===== src/verilog/wdsc_pkg.sv =====
// Package: constants and carrier types for the watchdog and sleep control
package wdsc_pkg;
  // Register offsets
  localparam logic [13:0] OPTION_ADDR  = 14'h0081;
  localparam logic [13:0] OPTION_ADDR2 = 14'h0181;
  localparam logic [13:0] CONFIG_ADDR  = 14'h2007;
  localparam logic [13:0] STATUS_ADDR  = 14'h0003;
  localparam logic [13:0] WAKEEN_ADDR  = 14'h0090;
  localparam logic [13:0] WAKEFLG_ADDR = 14'h0091;
  // Field positions
  localparam int CFG_WDT_ENABLE_FUSE_BIT  = 2;
  localparam int CFG_FOSC_LSB  = 0;
  localparam int OPT_PSA_BIT   = 3;
  localparam int OPT_RATE_LSB  = 0;
  localparam int OPT_RATE_W    = 3;
  localparam int STAT_PD_BIT   = 3;
  localparam int STAT_TO_BIT   = 4;
  // Reset values
  localparam logic [7:0] OPTION_RESET = 8'hff;
  localparam logic [7:0] CONFIG_RESET = 8'hff;
  localparam logic [7:0] WAKEEN_RESET = 8'h00;
  // Oscillator mode encoding of the two low config bits
  localparam logic [1:0] FOSC_RC = 2'h3;
  // Timing
  localparam int WDT_PERIOD_US   = 18000;
  localparam int OST_OSC_PERIODS = 1024;
  localparam int MCLK_MHZ        = 25;
  localparam int WDT_BASE_CYCLES = WDT_PERIOD_US * MCLK_MHZ;
  localparam int WDT_TICK_DIV    = 64;
  localparam int NUM_WAKE_SRC    = 10;
  localparam logic [13:0] IRQ_VECTOR = 14'h0004;

  typedef enum {WDSC_RUN, WDSC_SLEEP, WDSC_OST, WDSC_RESUME} wdsc_state_e;

  typedef struct packed {
    logic                    sleepInstr;
    logic                    clearInstr;
    logic [13:0]             pc;
  } wdsc_instr_s;

  typedef struct packed {
    logic        resetReq;
    logic        coreRun;
    logic        oscDriverOn;
    logic        vectorJump;
    logic [13:0] nextPc;
  } wdsc_core_s;
endpackage


===== src/verilog/wdsc_watchdog_sleep.sv =====
// Watchdog timer with sleep entry, wake-up and timeout status control
// Behaviour
// - Watchdog counts on its own tick, also while core clock is off.
// - Timeout in normal operation requests a full device reset.
// - Timeout in sleep wakes the device instead of resetting it.
// - Config bit 2 cleared disables the watchdog until the config word is rewritten.
// - Base period 18 ms; prescaler up to 1:128 stretches the timeout.
// - Clear and sleep instructions reset counter and assigned prescaler.
// - After sleep executes, timeout cannot reset but can still wake.
// - Every timeout clears the active-low timeout flag.
// - Clear instruction zeroes prescaler count; assignment bit unchanged.
// - Sleep clears powerdown flag, sets timeout flag, stops oscillator.
// - Pins keep their pre-sleep drive state during sleep.
// - Master clear in sleep resets; watchdog or interrupt wake resumes.
// - Powerdown flag set at power-up, cleared on each sleep entry.
// - Only clockless peripherals may raise wake interrupts in sleep.
// - Wake needs the source enable bit, regardless of global enable.
// - After wake run next instruction, then vector 0004h if enabled.
// - Sleep prefetches the next sequential instruction.
// - Pending enabled interrupt before sleep makes sleep a no-op.
// - Interrupt during sleep completes sleep effects then wakes.
// - Crystal modes wait 1024 oscillator periods on wake; RC skips.
//
// The strobed register port is this design's own decision.
`timescale 1ns/1ns
module wdsc_watchdog_sleep #(
  parameter int BASE_CYCLES = wdsc_pkg::WDT_BASE_CYCLES,
  parameter int OST_CYCLES  = wdsc_pkg::OST_OSC_PERIODS,
  parameter int NUM_SRC     = wdsc_pkg::NUM_WAKE_SRC,
  parameter int PIN_COUNT   = 8
) (
  input  wire logic                   mclk,
  input  wire logic                   rst,
  input  wire logic                   wdtOscTick,
  input  wire logic [13:0]            regAddr,
  input  wire logic [7:0]             regWdata,
  input  wire logic                   regWrite,
  input  wire logic                   regRead,
  output logic      [7:0]             regRdata,
  input  wire wdsc_pkg::wdsc_instr_s  instr,
  input  wire logic                   masterClearPin,
  input  wire logic                   globalIrqEnable,
  input  wire logic [NUM_SRC-1:0]     irqFlag,
  input  wire logic [NUM_SRC-1:0]     sleepCapable,
  input  wire logic [PIN_COUNT-1:0]   pinOutIn,
  input  wire logic [PIN_COUNT-1:0]   pinOeIn,
  output logic      [PIN_COUNT-1:0]   pinOut,
  output logic      [PIN_COUNT-1:0]   pinOe,
  output wdsc_pkg::wdsc_core_s        core
);
  localparam int BCW = $clog2(BASE_CYCLES + 1);
  localparam int OCW = $clog2(OST_CYCLES + 1);

  logic [7:0]            optionReg;
  logic [7:0]            configReg;
  logic [NUM_SRC-1:0]    wakeEnable;
  logic                  timeoutFlagN;
  logic                  powerdownFlagN;
  logic [BCW-1:0]        baseCount;
  logic [6:0]            prescaleCount;
  logic                  baseExpire;
  logic                  wdtTimeout;
  logic                  wdtEnabled;
  logic                  wdtClear;
  logic                  irqWake;
  logic                  sleepTaken;
  logic                  sleepNop;
  logic [OCW-1:0]        ostCount;
  logic [PIN_COUNT-1:0]  heldOut;
  logic [PIN_COUNT-1:0]  heldOe;
  logic [13:0]           prefetchPc;
  logic                  resetPulse;
  logic                  vectorPending;
  logic [6:0]            prescaleLimit;
  logic [NUM_SRC-1:0]    srcWake;
  wdsc_pkg::wdsc_state_e state;
  wdsc_pkg::wdsc_state_e next_state;
  logic                  coreResetReq;
  logic                  coreRunning;
  logic                  oscOn;
  logic                  vectorJumpReg;
  logic [13:0]           resumePc;
  logic [7:0]            statusByte;

  assign wdtEnabled = configReg[wdsc_pkg::CFG_WDT_ENABLE_FUSE_BIT];

  // per-source enable qualifies wake; global enable ignored
  genvar g;
  generate
    for (g = 0; g < NUM_SRC; g++) begin : gWake
      // in sleep only clockless sources count
      assign srcWake[g] = irqFlag[g] & wakeEnable[g]
                          & ((state == wdsc_pkg::WDSC_RUN) | sleepCapable[g]);
    end
  endgenerate
  assign irqWake = |srcWake;

  // enabled interrupt already pending turns sleep into a no-op
  assign sleepNop   = instr.sleepInstr & (state == wdsc_pkg::WDSC_RUN)
                      & irqWake;
  assign sleepTaken = instr.sleepInstr & (state == wdsc_pkg::WDSC_RUN)
                      & ~sleepNop;

  // clear and sleep both restart the watchdog
  assign wdtClear = (instr.clearInstr & (state == wdsc_pkg::WDSC_RUN))
                    | sleepTaken;

  // assigned prescaler divides by 2^rate, else 1:1
  // Unassigned prescaler leaves the watchdog at one base period
  assign prescaleLimit = optionReg[wdsc_pkg::OPT_PSA_BIT]
                         ? 7'((8'h01 << optionReg[wdsc_pkg::OPT_RATE_LSB +:
                                                  wdsc_pkg::OPT_RATE_W])
                              - 8'h01) : 7'h00;

  // base counter advances on the watchdog oscillator tick only
  assign baseExpire = wdtOscTick & (baseCount == BCW'(BASE_CYCLES - 1));
  always_ff @(posedge mclk) begin
    if (rst || wdtClear || !wdtEnabled) begin
      baseCount <= '0;
    end else if (baseExpire) begin
      baseCount <= '0;
    end else if (wdtOscTick) begin
      baseCount <= baseCount + BCW'(1);
    end
  end

  // prescaler stretches timeout to up to 128 base periods
  // clear zeroes prescaler count without touching assignment
  always_ff @(posedge mclk) begin
    if (rst || wdtClear || !wdtEnabled) begin
      prescaleCount <= 7'h00;
    end else if (baseExpire) begin
      if (prescaleCount >= prescaleLimit) begin
        prescaleCount <= 7'h00;
      end else begin
        prescaleCount <= prescaleCount + 7'h01;
      end
    end
  end
  // A clear in the expiring cycle wins, so software never races the reset
  assign wdtTimeout = baseExpire & (prescaleCount >= prescaleLimit)
                      & wdtEnabled & ~wdtClear;

  // Option register answers at both bank addresses
  always_ff @(posedge mclk) begin
    if (rst) begin
      optionReg <= wdsc_pkg::OPTION_RESET;
    end else if (regWrite && (regAddr == wdsc_pkg::OPTION_ADDR ||
                              regAddr == wdsc_pkg::OPTION_ADDR2)) begin
      optionReg <= regWdata;
    end
  end

  // Wake enables; sources above bit 7 cannot be enabled over the 8-bit port
  always_ff @(posedge mclk) begin
    if (rst) begin
      wakeEnable <= NUM_SRC'(wdsc_pkg::WAKEEN_RESET);
    end else if (regWrite && regAddr == wdsc_pkg::WAKEEN_ADDR) begin
      wakeEnable <= NUM_SRC'(regWdata);
    end
  end

  // Fuse word survives core resets; only a write may change it
  // It powers up unknown, so software must program it before use
  always_ff @(posedge mclk) begin
    if (regWrite && regAddr == wdsc_pkg::CONFIG_ADDR) begin
      configReg <= regWdata;
    end
  end

  // timeout clears timeout flag; a sleep in the expiring cycle masks the timeout
  // sleep entry sets the timeout flag
  always_ff @(posedge mclk) begin
    if (rst) begin
      timeoutFlagN <= 1'b1;
    end else if (wdtTimeout) begin
      timeoutFlagN <= 1'b0;
    end else if (sleepTaken || (instr.clearInstr &&
                 state == wdsc_pkg::WDSC_RUN)) begin
      timeoutFlagN <= 1'b1;
    end
  end

  // powerdown flag set at power-up, cleared on sleep entry
  always_ff @(posedge mclk) begin
    if (rst) begin
      powerdownFlagN <= 1'b1;
    end else if (sleepTaken) begin
      powerdownFlagN <= 1'b0;
    end else if (instr.clearInstr && state == wdsc_pkg::WDSC_RUN) begin
      powerdownFlagN <= 1'b1;
    end
  end

  // Sleep sequencer
  always_comb begin
    next_state = state;
    case (state)
      wdsc_pkg::WDSC_RUN: begin
        if (sleepTaken) begin
          next_state = wdsc_pkg::WDSC_SLEEP;
        end
      end
      // interrupt during sleep wakes after its effects
      wdsc_pkg::WDSC_SLEEP: begin
        if (wdtTimeout || irqWake) begin
          // RC mode skips the start-up wait
          if (configReg[wdsc_pkg::CFG_FOSC_LSB +: 2] == wdsc_pkg::FOSC_RC) begin
            next_state = wdsc_pkg::WDSC_RESUME;
          end else begin
            next_state = wdsc_pkg::WDSC_OST;
          end
        end
      end
      wdsc_pkg::WDSC_OST: begin
        if (ostCount == OCW'(OST_CYCLES - 1)) begin
          next_state = wdsc_pkg::WDSC_RESUME;
        end
      end
      wdsc_pkg::WDSC_RESUME: begin
        next_state = wdsc_pkg::WDSC_RUN;
      end
      default: begin
        next_state = wdsc_pkg::WDSC_RUN;
      end
    endcase
  end

  // master clear always resets, also from sleep
  // A watchdog reset also returns the sequencer to run
  always_ff @(posedge mclk) begin
    if (rst || masterClearPin || resetPulse) begin
      state <= wdsc_pkg::WDSC_RUN;
    end else begin
      state <= next_state;
    end
  end

  // start-up wait of 1024 oscillator periods
  // Counts mclk cycles; the core clock stands in for the crystal here
  always_ff @(posedge mclk) begin
    if (rst || state != wdsc_pkg::WDSC_OST) begin
      ostCount <= '0;
    end else begin
      ostCount <= ostCount + OCW'(1);
    end
  end

  // no reset once sleep has executed
  // Registered so the reset request is one clean cycle long
  always_ff @(posedge mclk) begin
    if (rst) begin
      resetPulse <= 1'b0;
    end else begin
      resetPulse <= wdtTimeout & (state == wdsc_pkg::WDSC_RUN) & ~sleepTaken;
    end
  end

  // prefetch next instruction address while sleep executes
  always_ff @(posedge mclk) begin
    if (rst) begin
      prefetchPc <= 14'h0000;
    end else if (sleepTaken) begin
      prefetchPc <= instr.pc + 14'h0001;
    end
  end

  // vector after the prefetched instruction if global enable
  always_ff @(posedge mclk) begin
    if (rst) begin
      vectorPending <= 1'b0;
    end else if (state == wdsc_pkg::WDSC_SLEEP && irqWake) begin
      vectorPending <= globalIrqEnable;
    end else if (state == wdsc_pkg::WDSC_SLEEP && wdtTimeout) begin
      vectorPending <= 1'b0;
    end
  end

  // capture pin drive on sleep entry and hold it
  // Capture runs every cycle in run so the image is current at entry
  always_ff @(posedge mclk) begin
    if (rst) begin
      heldOut <= '0;
      heldOe  <= '0;
    end else if (state == wdsc_pkg::WDSC_RUN) begin
      heldOut <= pinOutIn;
      heldOe  <= pinOeIn;
    end
  end
  assign pinOut = heldOut;
  assign pinOe  = heldOe;

  // watchdog reset pulse; master clear is passed on as a level
  always_ff @(posedge mclk) begin
    if (rst) begin
      coreResetReq <= 1'b0;
    end else begin
      coreResetReq <= resetPulse | masterClearPin;
    end
  end

  // Core runs from the same edge at which the sequencer returns to run, or one edge later after a master clear out of sleep
  always_ff @(posedge mclk) begin
    if (rst) begin
      coreRunning <= 1'b1;
    end else begin
      coreRunning <= (next_state == wdsc_pkg::WDSC_RUN);
    end
  end

  // oscillator driver off from sleep until start-up begins
  always_ff @(posedge mclk) begin
    if (rst) begin
      oscOn <= 1'b1;
    end else begin
      oscOn <= (next_state != wdsc_pkg::WDSC_SLEEP);
    end
  end

  // vector pulse on resume after an enabled interrupt wake
  always_ff @(posedge mclk) begin
    if (rst) begin
      vectorJumpReg <= 1'b0;
    end else begin
      vectorJumpReg <= (state == wdsc_pkg::WDSC_RESUME) & vectorPending;
    end
  end

  // resume address is the prefetched one unless vectoring
  always_ff @(posedge mclk) begin
    if (rst) begin
      resumePc <= 14'h0000;
    end else if (state == wdsc_pkg::WDSC_RESUME) begin
      resumePc <= vectorPending ? wdsc_pkg::IRQ_VECTOR : prefetchPc;
    end else begin
      resumePc <= prefetchPc;
    end
  end

  // Outputs are grouped for the core; every field comes from a flop
  assign core = '{resetReq: coreResetReq, coreRun: coreRunning,
                  oscDriverOn: oscOn, vectorJump: vectorJumpReg,
                  nextPc: resumePc};

  // Status image: only the two flags are implemented, the rest read 0
  always_comb begin
    statusByte = 8'h00;
    statusByte[wdsc_pkg::STAT_TO_BIT] = timeoutFlagN;
    statusByte[wdsc_pkg::STAT_PD_BIT] = powerdownFlagN;
  end

  // Read port: data one cycle after the strobe
  // Unmapped addresses and idle cycles read 0 so buses can be OR-ed
  always_ff @(posedge mclk) begin
    if (rst) begin
      regRdata <= 8'h00;
    end else if (regRead) begin
      case (regAddr)
        wdsc_pkg::OPTION_ADDR,
        wdsc_pkg::OPTION_ADDR2: regRdata <= optionReg;
        wdsc_pkg::CONFIG_ADDR:  regRdata <= configReg;
        wdsc_pkg::STATUS_ADDR:  regRdata <= statusByte;
        wdsc_pkg::WAKEEN_ADDR:  regRdata <= 8'(wakeEnable);
        wdsc_pkg::WAKEFLG_ADDR: regRdata <= 8'(srcWake);
        default:                regRdata <= 8'h00;
      endcase
    end else begin
      regRdata <= 8'h00;
    end
  end
endmodule


===== config.mk =====
export PLATFORM = sky130hd
export DESIGN_NAME = wdsc_watchdog_sleep
export DESIGN_NICKNAME = d
export VERILOG_FILES = /design/src/verilog/wdsc_pkg.sv /design/src/verilog/wdsc_watchdog_sleep.sv
export SDC_FILE = /design/constraint.sdc
export NUM_CORES = 1
export LEC_CHECK = 0
export BUFFER_PORTS_ARGS = -buffer_cell sky130_fd_sc_hd__buf_4
export CORE_MARGIN = 3
export CORE_UTILIZATION = 57
export CTS_BUF_LIST = sky130_fd_sc_hd__clkbuf_8
export DETAILED_ROUTE_END_ITERATION = 8
export PLACE_DENSITY_LB_ADDON = 0.15
export SYNTH_ARGS = -nofsm -noshare
export SYNTH_HDL_FRONTEND = slang
export SYNTH_SLANG_ARGS = --single-unit

===== constraint.sdc =====
create_clock -name mclk -period 4 [get_ports mclk]
set_clock_uncertainty 0.2 [all_clocks]
set_input_delay 0 -clock mclk [delete_from_list [all_inputs] [get_ports mclk]]
set_output_delay 0 -clock mclk [all_outputs]
set_load 0.1 [all_outputs]

Yosys cells after proc, flatten, opt, wreduce, memory -nomap -nowiden --
Index checks and enable logic that the tools add are counted.
Cells by class: $add $sub $neg 5, magnitude comparators 1, equal/unequal tests 15, shift operators 1, muxes and demuxes 16, bitwise gates (word level) 41, reduce and logical (&&, ||, !) cells 25
Operators with widths (count):
- $logic_not 32->1 | 3
- $mux 32 | 3
- $pmux 32 s3 | 1
- $eq 32x2->1 const B | 2
- $eq 14x8->1 const B | 3
- $pmux 8 s5 | 1
- $eq 32x1->1 const B | 1
- $eq 32x3->1 const B | 1
- $ne 32x2->1 const B | 1
- $ne 32x3->1 const B | 1
- $mux 14 | 2
- $and 1x1->1 | 27
- $add 19x1->19 const B | 1
- $eq 19x19->1 const B | 1
- $add 14x1->14 const B | 1
- $eq 14x14->1 const B | 1
- $eq 14x2->1 const B | 1
- $eq 14x9->1 const B | 1
- $mux 7 | 2
- $add 11x1->11 const B | 1
- $eq 11x10->1 const B | 1
- $or 1x1->1 | 10
- $logic_or 1x1->1 | 8
- $reduce_or 8->1 | 1
- 11 further kinds | 29
Word-level totals: register bits after elaboration 153, logic and storage cells 124

Logic depth before layout (Yosys ltp) --
depth after elaboration 14, depth in mapped cells 16, depth with buffers taken out 15

Worst setup path after synthesis --
No wires, ideal clock.
path kind register to register, from reg optionReg[0], to reg oscOn, setup time 127 ps, arrival 3146 ps, setup slack 527 ps, stages on the path, launching flop included 16, path buffers 2, cell sequence dfxtp_1 -> clkbuf_1 -> or3_1 -> ha_1 -> buf_1 -> xor2_1 -> o31ai_1 -> nand2_1 -> ha_1 -> a21oi_1 -> and3_1 -> o21ai_0 -> nand2_1 -> nor2_1 -> or3_1 -> or3_1
Between the ends: word-level cells in the longest chain between the ends 11
RTL lines:
- start, declared | line wdsc_watchdog_sleep.sv:54 | logic [7:0] optionReg;
- start signal, assigned | line wdsc_watchdog_sleep.sv:147 | optionReg <= wdsc_pkg::OPTION_RESET;
- start signal, assigned | line wdsc_watchdog_sleep.sv:150 | optionReg <= regWdata;
- $shl 1x3->7 | line wdsc_watchdog_sleep.sv:111 | ? 7'((8'h01 << optionReg[wdsc_pkg::OPT_RATE_LSB +:
- $sub 7x1->7 | line wdsc_watchdog_sleep.sv:113 | - 8'h01) : 7'h00;
- $mux 7 | line wdsc_watchdog_sleep.sv:111
- $ge 7x7->1 | line wdsc_watchdog_sleep.sv:141 | assign wdtTimeout = baseExpire & (prescaleCount >= prescaleLimit)
- $and 1x1->1 | line wdsc_watchdog_sleep.sv:141
- $and 1x1->1 (2 in a row) | line wdsc_watchdog_sleep.sv:142 | & wdtEnabled & ~wdtClear;
- $logic_or 1x1->1 | line wdsc_watchdog_sleep.sv:206 | if (wdtTimeout || irqWake) begin
- $mux 32 | line wdsc_watchdog_sleep.sv:206
- $pmux 32 s3 | line wdsc_watchdog_sleep.sv:198 | case (state)
- $ne 32x2->1 | line wdsc_watchdog_sleep.sv:316 | oscOn <= (next_state != wdsc_pkg::WDSC_SLEEP);
- end signal, assigned | line wdsc_watchdog_sleep.sv:316
- end, declared | line wdsc_watchdog_sleep.sv:80 | logic oscOn;
Every way passes these cells. A chain may end at the register's enable or synchronous reset.

Worst setup path after layout --
from reg optionReg[0], to reg state[0]
Between the ends: word-level cells in the longest chain between the ends 10
RTL lines:
- $shl 1x3->7 | line wdsc_watchdog_sleep.sv:111
- $sub 7x1->7 | line wdsc_watchdog_sleep.sv:113
- $mux 7 | line wdsc_watchdog_sleep.sv:111
- $ge 7x7->1 | line wdsc_watchdog_sleep.sv:141
- $and 1x1->1 | line wdsc_watchdog_sleep.sv:141
- $and 1x1->1 (2 in a row) | line wdsc_watchdog_sleep.sv:142
- $logic_or 1x1->1 | line wdsc_watchdog_sleep.sv:206
- $mux 32 | line wdsc_watchdog_sleep.sv:206
- $pmux 32 s3 | line wdsc_watchdog_sleep.sv:198
- end signal, assigned | line wdsc_watchdog_sleep.sv:233 | state <= wdsc_pkg::WDSC_RUN;
- end signal, assigned | line wdsc_watchdog_sleep.sv:235 | state <= next_state;
- end, declared | line wdsc_watchdog_sleep.sv:76 | wdsc_pkg::wdsc_state_e state;
Every way passes these cells.

==> flow_summary.html <==
<table>
<tr><th>Metric</th><th>Value</th></tr>
<tr><th colspan="2">Setup path</th></tr>
<tr><td>Worst endpoint required time</td><td>4.20 ns</td></tr>
<tr><td>Worst Setup End Kind</td><td>flop</td></tr>
<tr><td>Crit path max fanout</td><td>8</td></tr>
<tr><td>R2R depth</td><td>14</td></tr>
<tr><td>Signal arrival time at the worst endpoint</td><td>3.95 ns</td></tr>
<tr><td>Classification of the worst setup path</td><td>flop to flop</td></tr>
<tr><td>Startpoint Class</td><td>flop</td></tr>
<tr><th colspan="2">Timing</th></tr>
<tr><td>Final min period</td><td>3.753 ns</td></tr>
<tr><td>Final critical-path share of the clock period</td><td>93.81%</td></tr>
<tr><td>Slew margin rel.</td><td>57.11%</td></tr>
<tr><td>Hold Vio Cnt, Final</td><td>0</td></tr>
<tr><td>Finish-stage setup viols</td><td>0</td></tr>
<tr><td>Final hold slack</td><td>about 0.063 ns</td></tr>
<tr><td>Worst path setup slack after routing</td><td>0.2474 ns</td></tr>
<tr><td>Final-layout setup total negative slack</td><td>0 ns</td></tr>
<tr><td>Worst Max-Slew Pin Slew</td><td>0.6410 ns</td></tr>
<tr><td>Setup repair after global routing missed its margin</td><td>false</td></tr>
<tr><td>Highest attainable clock frequency</td><td>266.5 MHz</td></tr>
<tr><td>Number of pins exceeding their max-slew limit in the final report</td><td>0</td></tr>
<tr><th colspan="2">Layout</th></tr>
<tr><td>Net count reported at finish</td><td>984</td></tr>
<tr><td>Area growth syn-to-layout</td><td>38.90%</td></tr>
<tr><td>Filler cells</td><td>585</td></tr>
<tr><td>Fraction of final layout cells sized beyond drive strength 1</td><td>20.35%</td></tr>
<tr><th colspan="2">Synth</th></tr>
<tr><td>Number of warnings printed during yosys synthesis</td><td>0</td></tr>
<tr><td>Most used DFF post-synth</td><td>sky130_fd_sc_hd__dfxtp_1</td></tr>
<tr><td>Post-Synthesis Cell Area</td><td>6168 sq um</td></tr>
<tr><td>Asr flop ratio synth</td><td>0%</td></tr>
<tr><td>Synthesized area per cell</td><td>approximately 9.5 sq um</td></tr>
<tr><td>Cells after synthesis</td><td>651</td></tr>
<tr><td>Sequential area share after synthesis</td><td>50.95%</td></tr>
<tr><td>Number of enable-type register cells in the synthesized netlist</td><td>8</td></tr>
<tr><td>Synth unique cells</td><td>59</td></tr>
<tr><td>Seq cells post-synth</td><td>153</td></tr>
<tr><th colspan="2">Die</th></tr>
<tr><td>Die Span Y</td><td>approximately 110 um</td></tr>
<tr><td>I/O pin total</td><td>123</td></tr>
<tr><td>Number of standard-cell rows in the floorplan</td><td>37</td></tr>
<tr><td>Effective utilization at floorplan</td><td>59.22%</td></tr>
<tr><td>Floorplan die area</td><td>12110 sq um</td></tr>
<tr><td>Area of the placeable core</td><td>10420 sq um</td></tr>
<tr><td>Die Width</td><td>110.0 um</td></tr>
<tr><th colspan="2">Placed design</th></tr>
<tr><td>Half-perimeter wire length after detailed placement</td><td>10.19 mm</td></tr>
<tr><td>Post-place setup slack</td><td>0.5542 ns</td></tr>
<tr><td>Routability-driven placement congestion ratio</td><td>0.9524</td></tr>
<tr><td>Total of buffers placed on input and output ports</td><td>118</td></tr>
<tr><th colspan="2">Routing</th></tr>
<tr><td>Post-route DRC violation count</td><td>0</td></tr>
<tr><td>Sum of routed wire length over all layers</td><td>~17 mm</td></tr>
<tr><td>Detailed-route vias per instance</td><td>5.452</td></tr>
<tr><td>Routed len/inst</td><td>16.53 um</td></tr>
<tr><td>Antenna Violating Nets Remaining</td><td>0</td></tr>
<tr><td>Number of optimization iterations in the first detailed-route pass</td><td>5</td></tr>
<tr><td>Iteration-0 DRC Markers</td><td>483</td></tr>
<tr><td>Routed via count</td><td>roughly 5700</td></tr>
<tr><th colspan="2">GRT</th></tr>
<tr><td>Global router's overall resource usage</td><td>29.45%</td></tr>
<tr><td>GRT Residual Overflow</td><td>0</td></tr>
<tr><td>First-pass GRT wire length</td><td>~27 mm</td></tr>
<tr><td>Pin count of the biggest net entering global routing</td><td>47</td></tr>
<tr><td>Number of global-route vias before repair</td><td>5737</td></tr>
<tr><td>Antenna violations before repair</td><td>0</td></tr>
<tr><th colspan="2">Job</th></tr>
<tr><td>Max-cap viol count</td><td>0</td></tr>
<tr><th colspan="2">Clock tree</th></tr>
<tr><td>Clock latency of the later-clocked register in the worst-skew pair</td><td>about 0.45 ns</td></tr>
<tr><td>CTS tree</td><td>built</td></tr>
<tr><td>Number of clock buffers inserted by TritonCTS</td><td>17</td></tr>
<tr><td>Clock sinks</td><td>153</td></tr>
<tr><td>Buffer type at the clock tree root</td><td>sky130_fd_sc_hd__clkbuf_8</td></tr>
<tr><td>Post-CTS Setup Repair Bufs</td><td>0</td></tr>
<tr><td>Number of buffers on the longest clock path</td><td>2</td></tr>
<tr><td>Number of H-tree levels</td><td>4</td></tr>
<tr><td>Clk slew on worst S/H paths</td><td>0.08 ns</td></tr>
<tr><th colspan="2">Power and ir drop</th></tr>
<tr><td>Leakage power figure</td><td>3.613 nW</td></tr>
<tr><td>Peak supply drop</td><td>0.2406 mV</td></tr>
<tr><td>Power Density</td><td>330.8 nW/um^2</td></tr>
<tr><th colspan="2">Hold path</th></tr>
<tr><td>Hold Crit Class</td><td>input pin to flop</td></tr>
<tr><td>Depth of the worst hold-timing path</td><td>6</td></tr>
<tr><th colspan="2">Outcome</th></tr>
<tr><td>Result of the run</td><td>complete, no violations</td></tr>
</table>
state kept, by name, indices dropped and copies added (netlist names), 7 cells and up:
register       flops
pinOe              8
prescaleCount      7
prefetchPc        14
pinOut             8
optionReg          8
state             32
baseCount         19
wakeEnable         8
ostCount          11
resumePc          14
regRdata           8
configReg          8
Yosys cell counts (all sizes together), types with 2 or more instances:
master	n	area share [%]
dfxtp	145	47
nand2	98	6.0
nor2	83	5.3
nand3	35	2.8
xor2	26	3.7
and2	25	2.6
a21oi	23	1.9
xnor2	18	2.6
buf	16	1.8
a211oi	13	1.6
clkbuf	13	0.79
and3	12	1.2
ha	12	2.4
mux2i	11	1.8
nand4	11	1.6
nor3	11	0.89
nor4	11	2.2
o21ai	11	0.89
a21boi	8	1.5
a22oi	8	0.97
edfxtp	8	3.9
inv	8	0.49
nand2b	5	0.67
or3	5	0.51
o21bai	4	0.55
a21o	3	0.49
a222oi	3	0.49
o211ai	3	0.37
a31oi	2	0.20
and4	2	0.28
nand4b	2	0.28
nor2b	2	0.20
o31ai	2	0.24
or4	2	0.24
critical path, stage by stage, from the launching register on:
cell,delay (ns)
sky130_fd_sc_hd__dfxtp_1,0.39
sky130_fd_sc_hd__or3_1,0.41
sky130_fd_sc_hd__ha_2,0.23
sky130_fd_sc_hd__xor2_1,0.16
sky130_fd_sc_hd__o31ai_1,0.19
sky130_fd_sc_hd__nand2_1,0.09
sky130_fd_sc_hd__ha_1,0.35
sky130_fd_sc_hd__a21oi_1,0.14
sky130_fd_sc_hd__and3_1,0.16
sky130_fd_sc_hd__o21ai_0,0.10
sky130_fd_sc_hd__nand2_1,0.16
sky130_fd_sc_hd__nor2_1,0.05
sky130_fd_sc_hd__or3_1,0.36
sky130_fd_sc_hd__a21oi_1,0.13
sky130_fd_sc_hd__dlygate4sd3_1,0.56
worst paths after layout:
kind	from	endpoint	slack, ns
worst min-delay path	sleepCapable[5]	oscOn$_SDFF_PP1_	0.06
worst max register to register	optionReg[0]$_SDFFE_PP1P_	state[0]$_SDFF_PP0_	0.25
worst max-delay path	optionReg[0]$_SDFFE_PP1P_	state[0]$_SDFF_PP0_	0.25
worst min register to register	prefetchPc[8]$_SDFFE_PP0P_	resumePc[8]$_SDFF_PP0_	0.26
metal layers:
| metal | vias up | GRT usage [%] | part of all wire (%) |
|---|---|---|---|
| met1 | 2692 | 33.23 | 37 |
| met5 | - | 0 | 0 |
| li1 | 2683 | - | - |
| met3 | 54 | 6.348 | 6.7 |
| met2 | 247 | 51.73 | 53 |
| met4 | 0 | 15.76 | 3.5 |
power by group:
part / internal [mW] / switching, mW / total (mW) / leakage [nW]
registers: 1.55 / 0.0105 / 1.56 / 1.25
clock network: 0.517 / 0.561 / 1.08 / 0.193
logic: 0.114 / 0.0790 / 0.193 / 2.17
total: 2.18 / 0.650 / 2.83 / 3.61
repair_timing:
action,CTS,global route
gates resized for setup,0,1
hold buffers,101,0
endpoints found under the setup margin,0,1
hold endpoints to repair,88,0
placed cells by master, fill, tap and decap left out, drive strengths merged, types with 3 or more instances in the layout:
cell type	Yosys	layout
a21boi	8	8
nor3	11	11
buf	16	120
inv	8	11
o21bai	4	4
a22oi	8	8
edfxtp	8	8
xnor2	18	18
o211ai	3	3
dfxtp	145	145
and3	12	12
a21oi	23	23
mux2i	11	11
a211oi	13	13
nand2b	5	5
nand4	11	11
ha	12	12
o21ai	11	11
dlygate4sd3	0	101
xor2	26	26
clkbuf	13	19
nand3	35	35
a21o	3	3
nor4	11	11
conb	1	30
nor2	83	83
and2	25	25
or3	5	5
clkinv	0	7
nand2	98	98
a222oi	3	3
stage by stage:
step / cell area, sq um / power (mW) / util [%] / instances
2_1_floorplan: 6277 / 1.645 / - / 680
3_5_place_dp: 7188 / 1.723 / 69.01 / 907
5_1_grt: 8566 / 2.934 / 82.23 / 1040
3_3_place_gp: 7188 / 1.719 / 69.01 / 907
6_report: 8568 / 2.834 / 82.26 / 1041
4_1_cts: 8563 / 2.828 / 82.21 / 1040
layout make-up:
type	count	area [sq um]	area share [%]
well taps	136	170.2	1.986
inverters	8	30.03	0.3505
repair buffers	221	1912	22.31
clock buffers	19	261.5	3.052
clock inverters	13	102.6	1.197
diodes	1	2.502	0.02921
multi-input cells	490	2947	34.39
flip-flops and latches	153	3143	36.68
cell families (layout without fill, tap and decap cells):
logic type | count (synthesis) | after routing | synth area share (%)
flip-flops | 153 | 153 | 50.95
AND/OR/NAND/NOR | 308 | 308 | 25.50
AO/OA/AOI/OAI | 85 | 85 | 9.939
other | 1 | 31 | 0.06079
buffers and inverters | 37 | 261 | 3.083
XOR/XNOR | 44 | 44 | 6.247
adder cells (fa/ha/maj) | 12 | 12 | 2.434
multiplexers | 11 | 11 | 1.785
(Power assumes the default switching activity.)
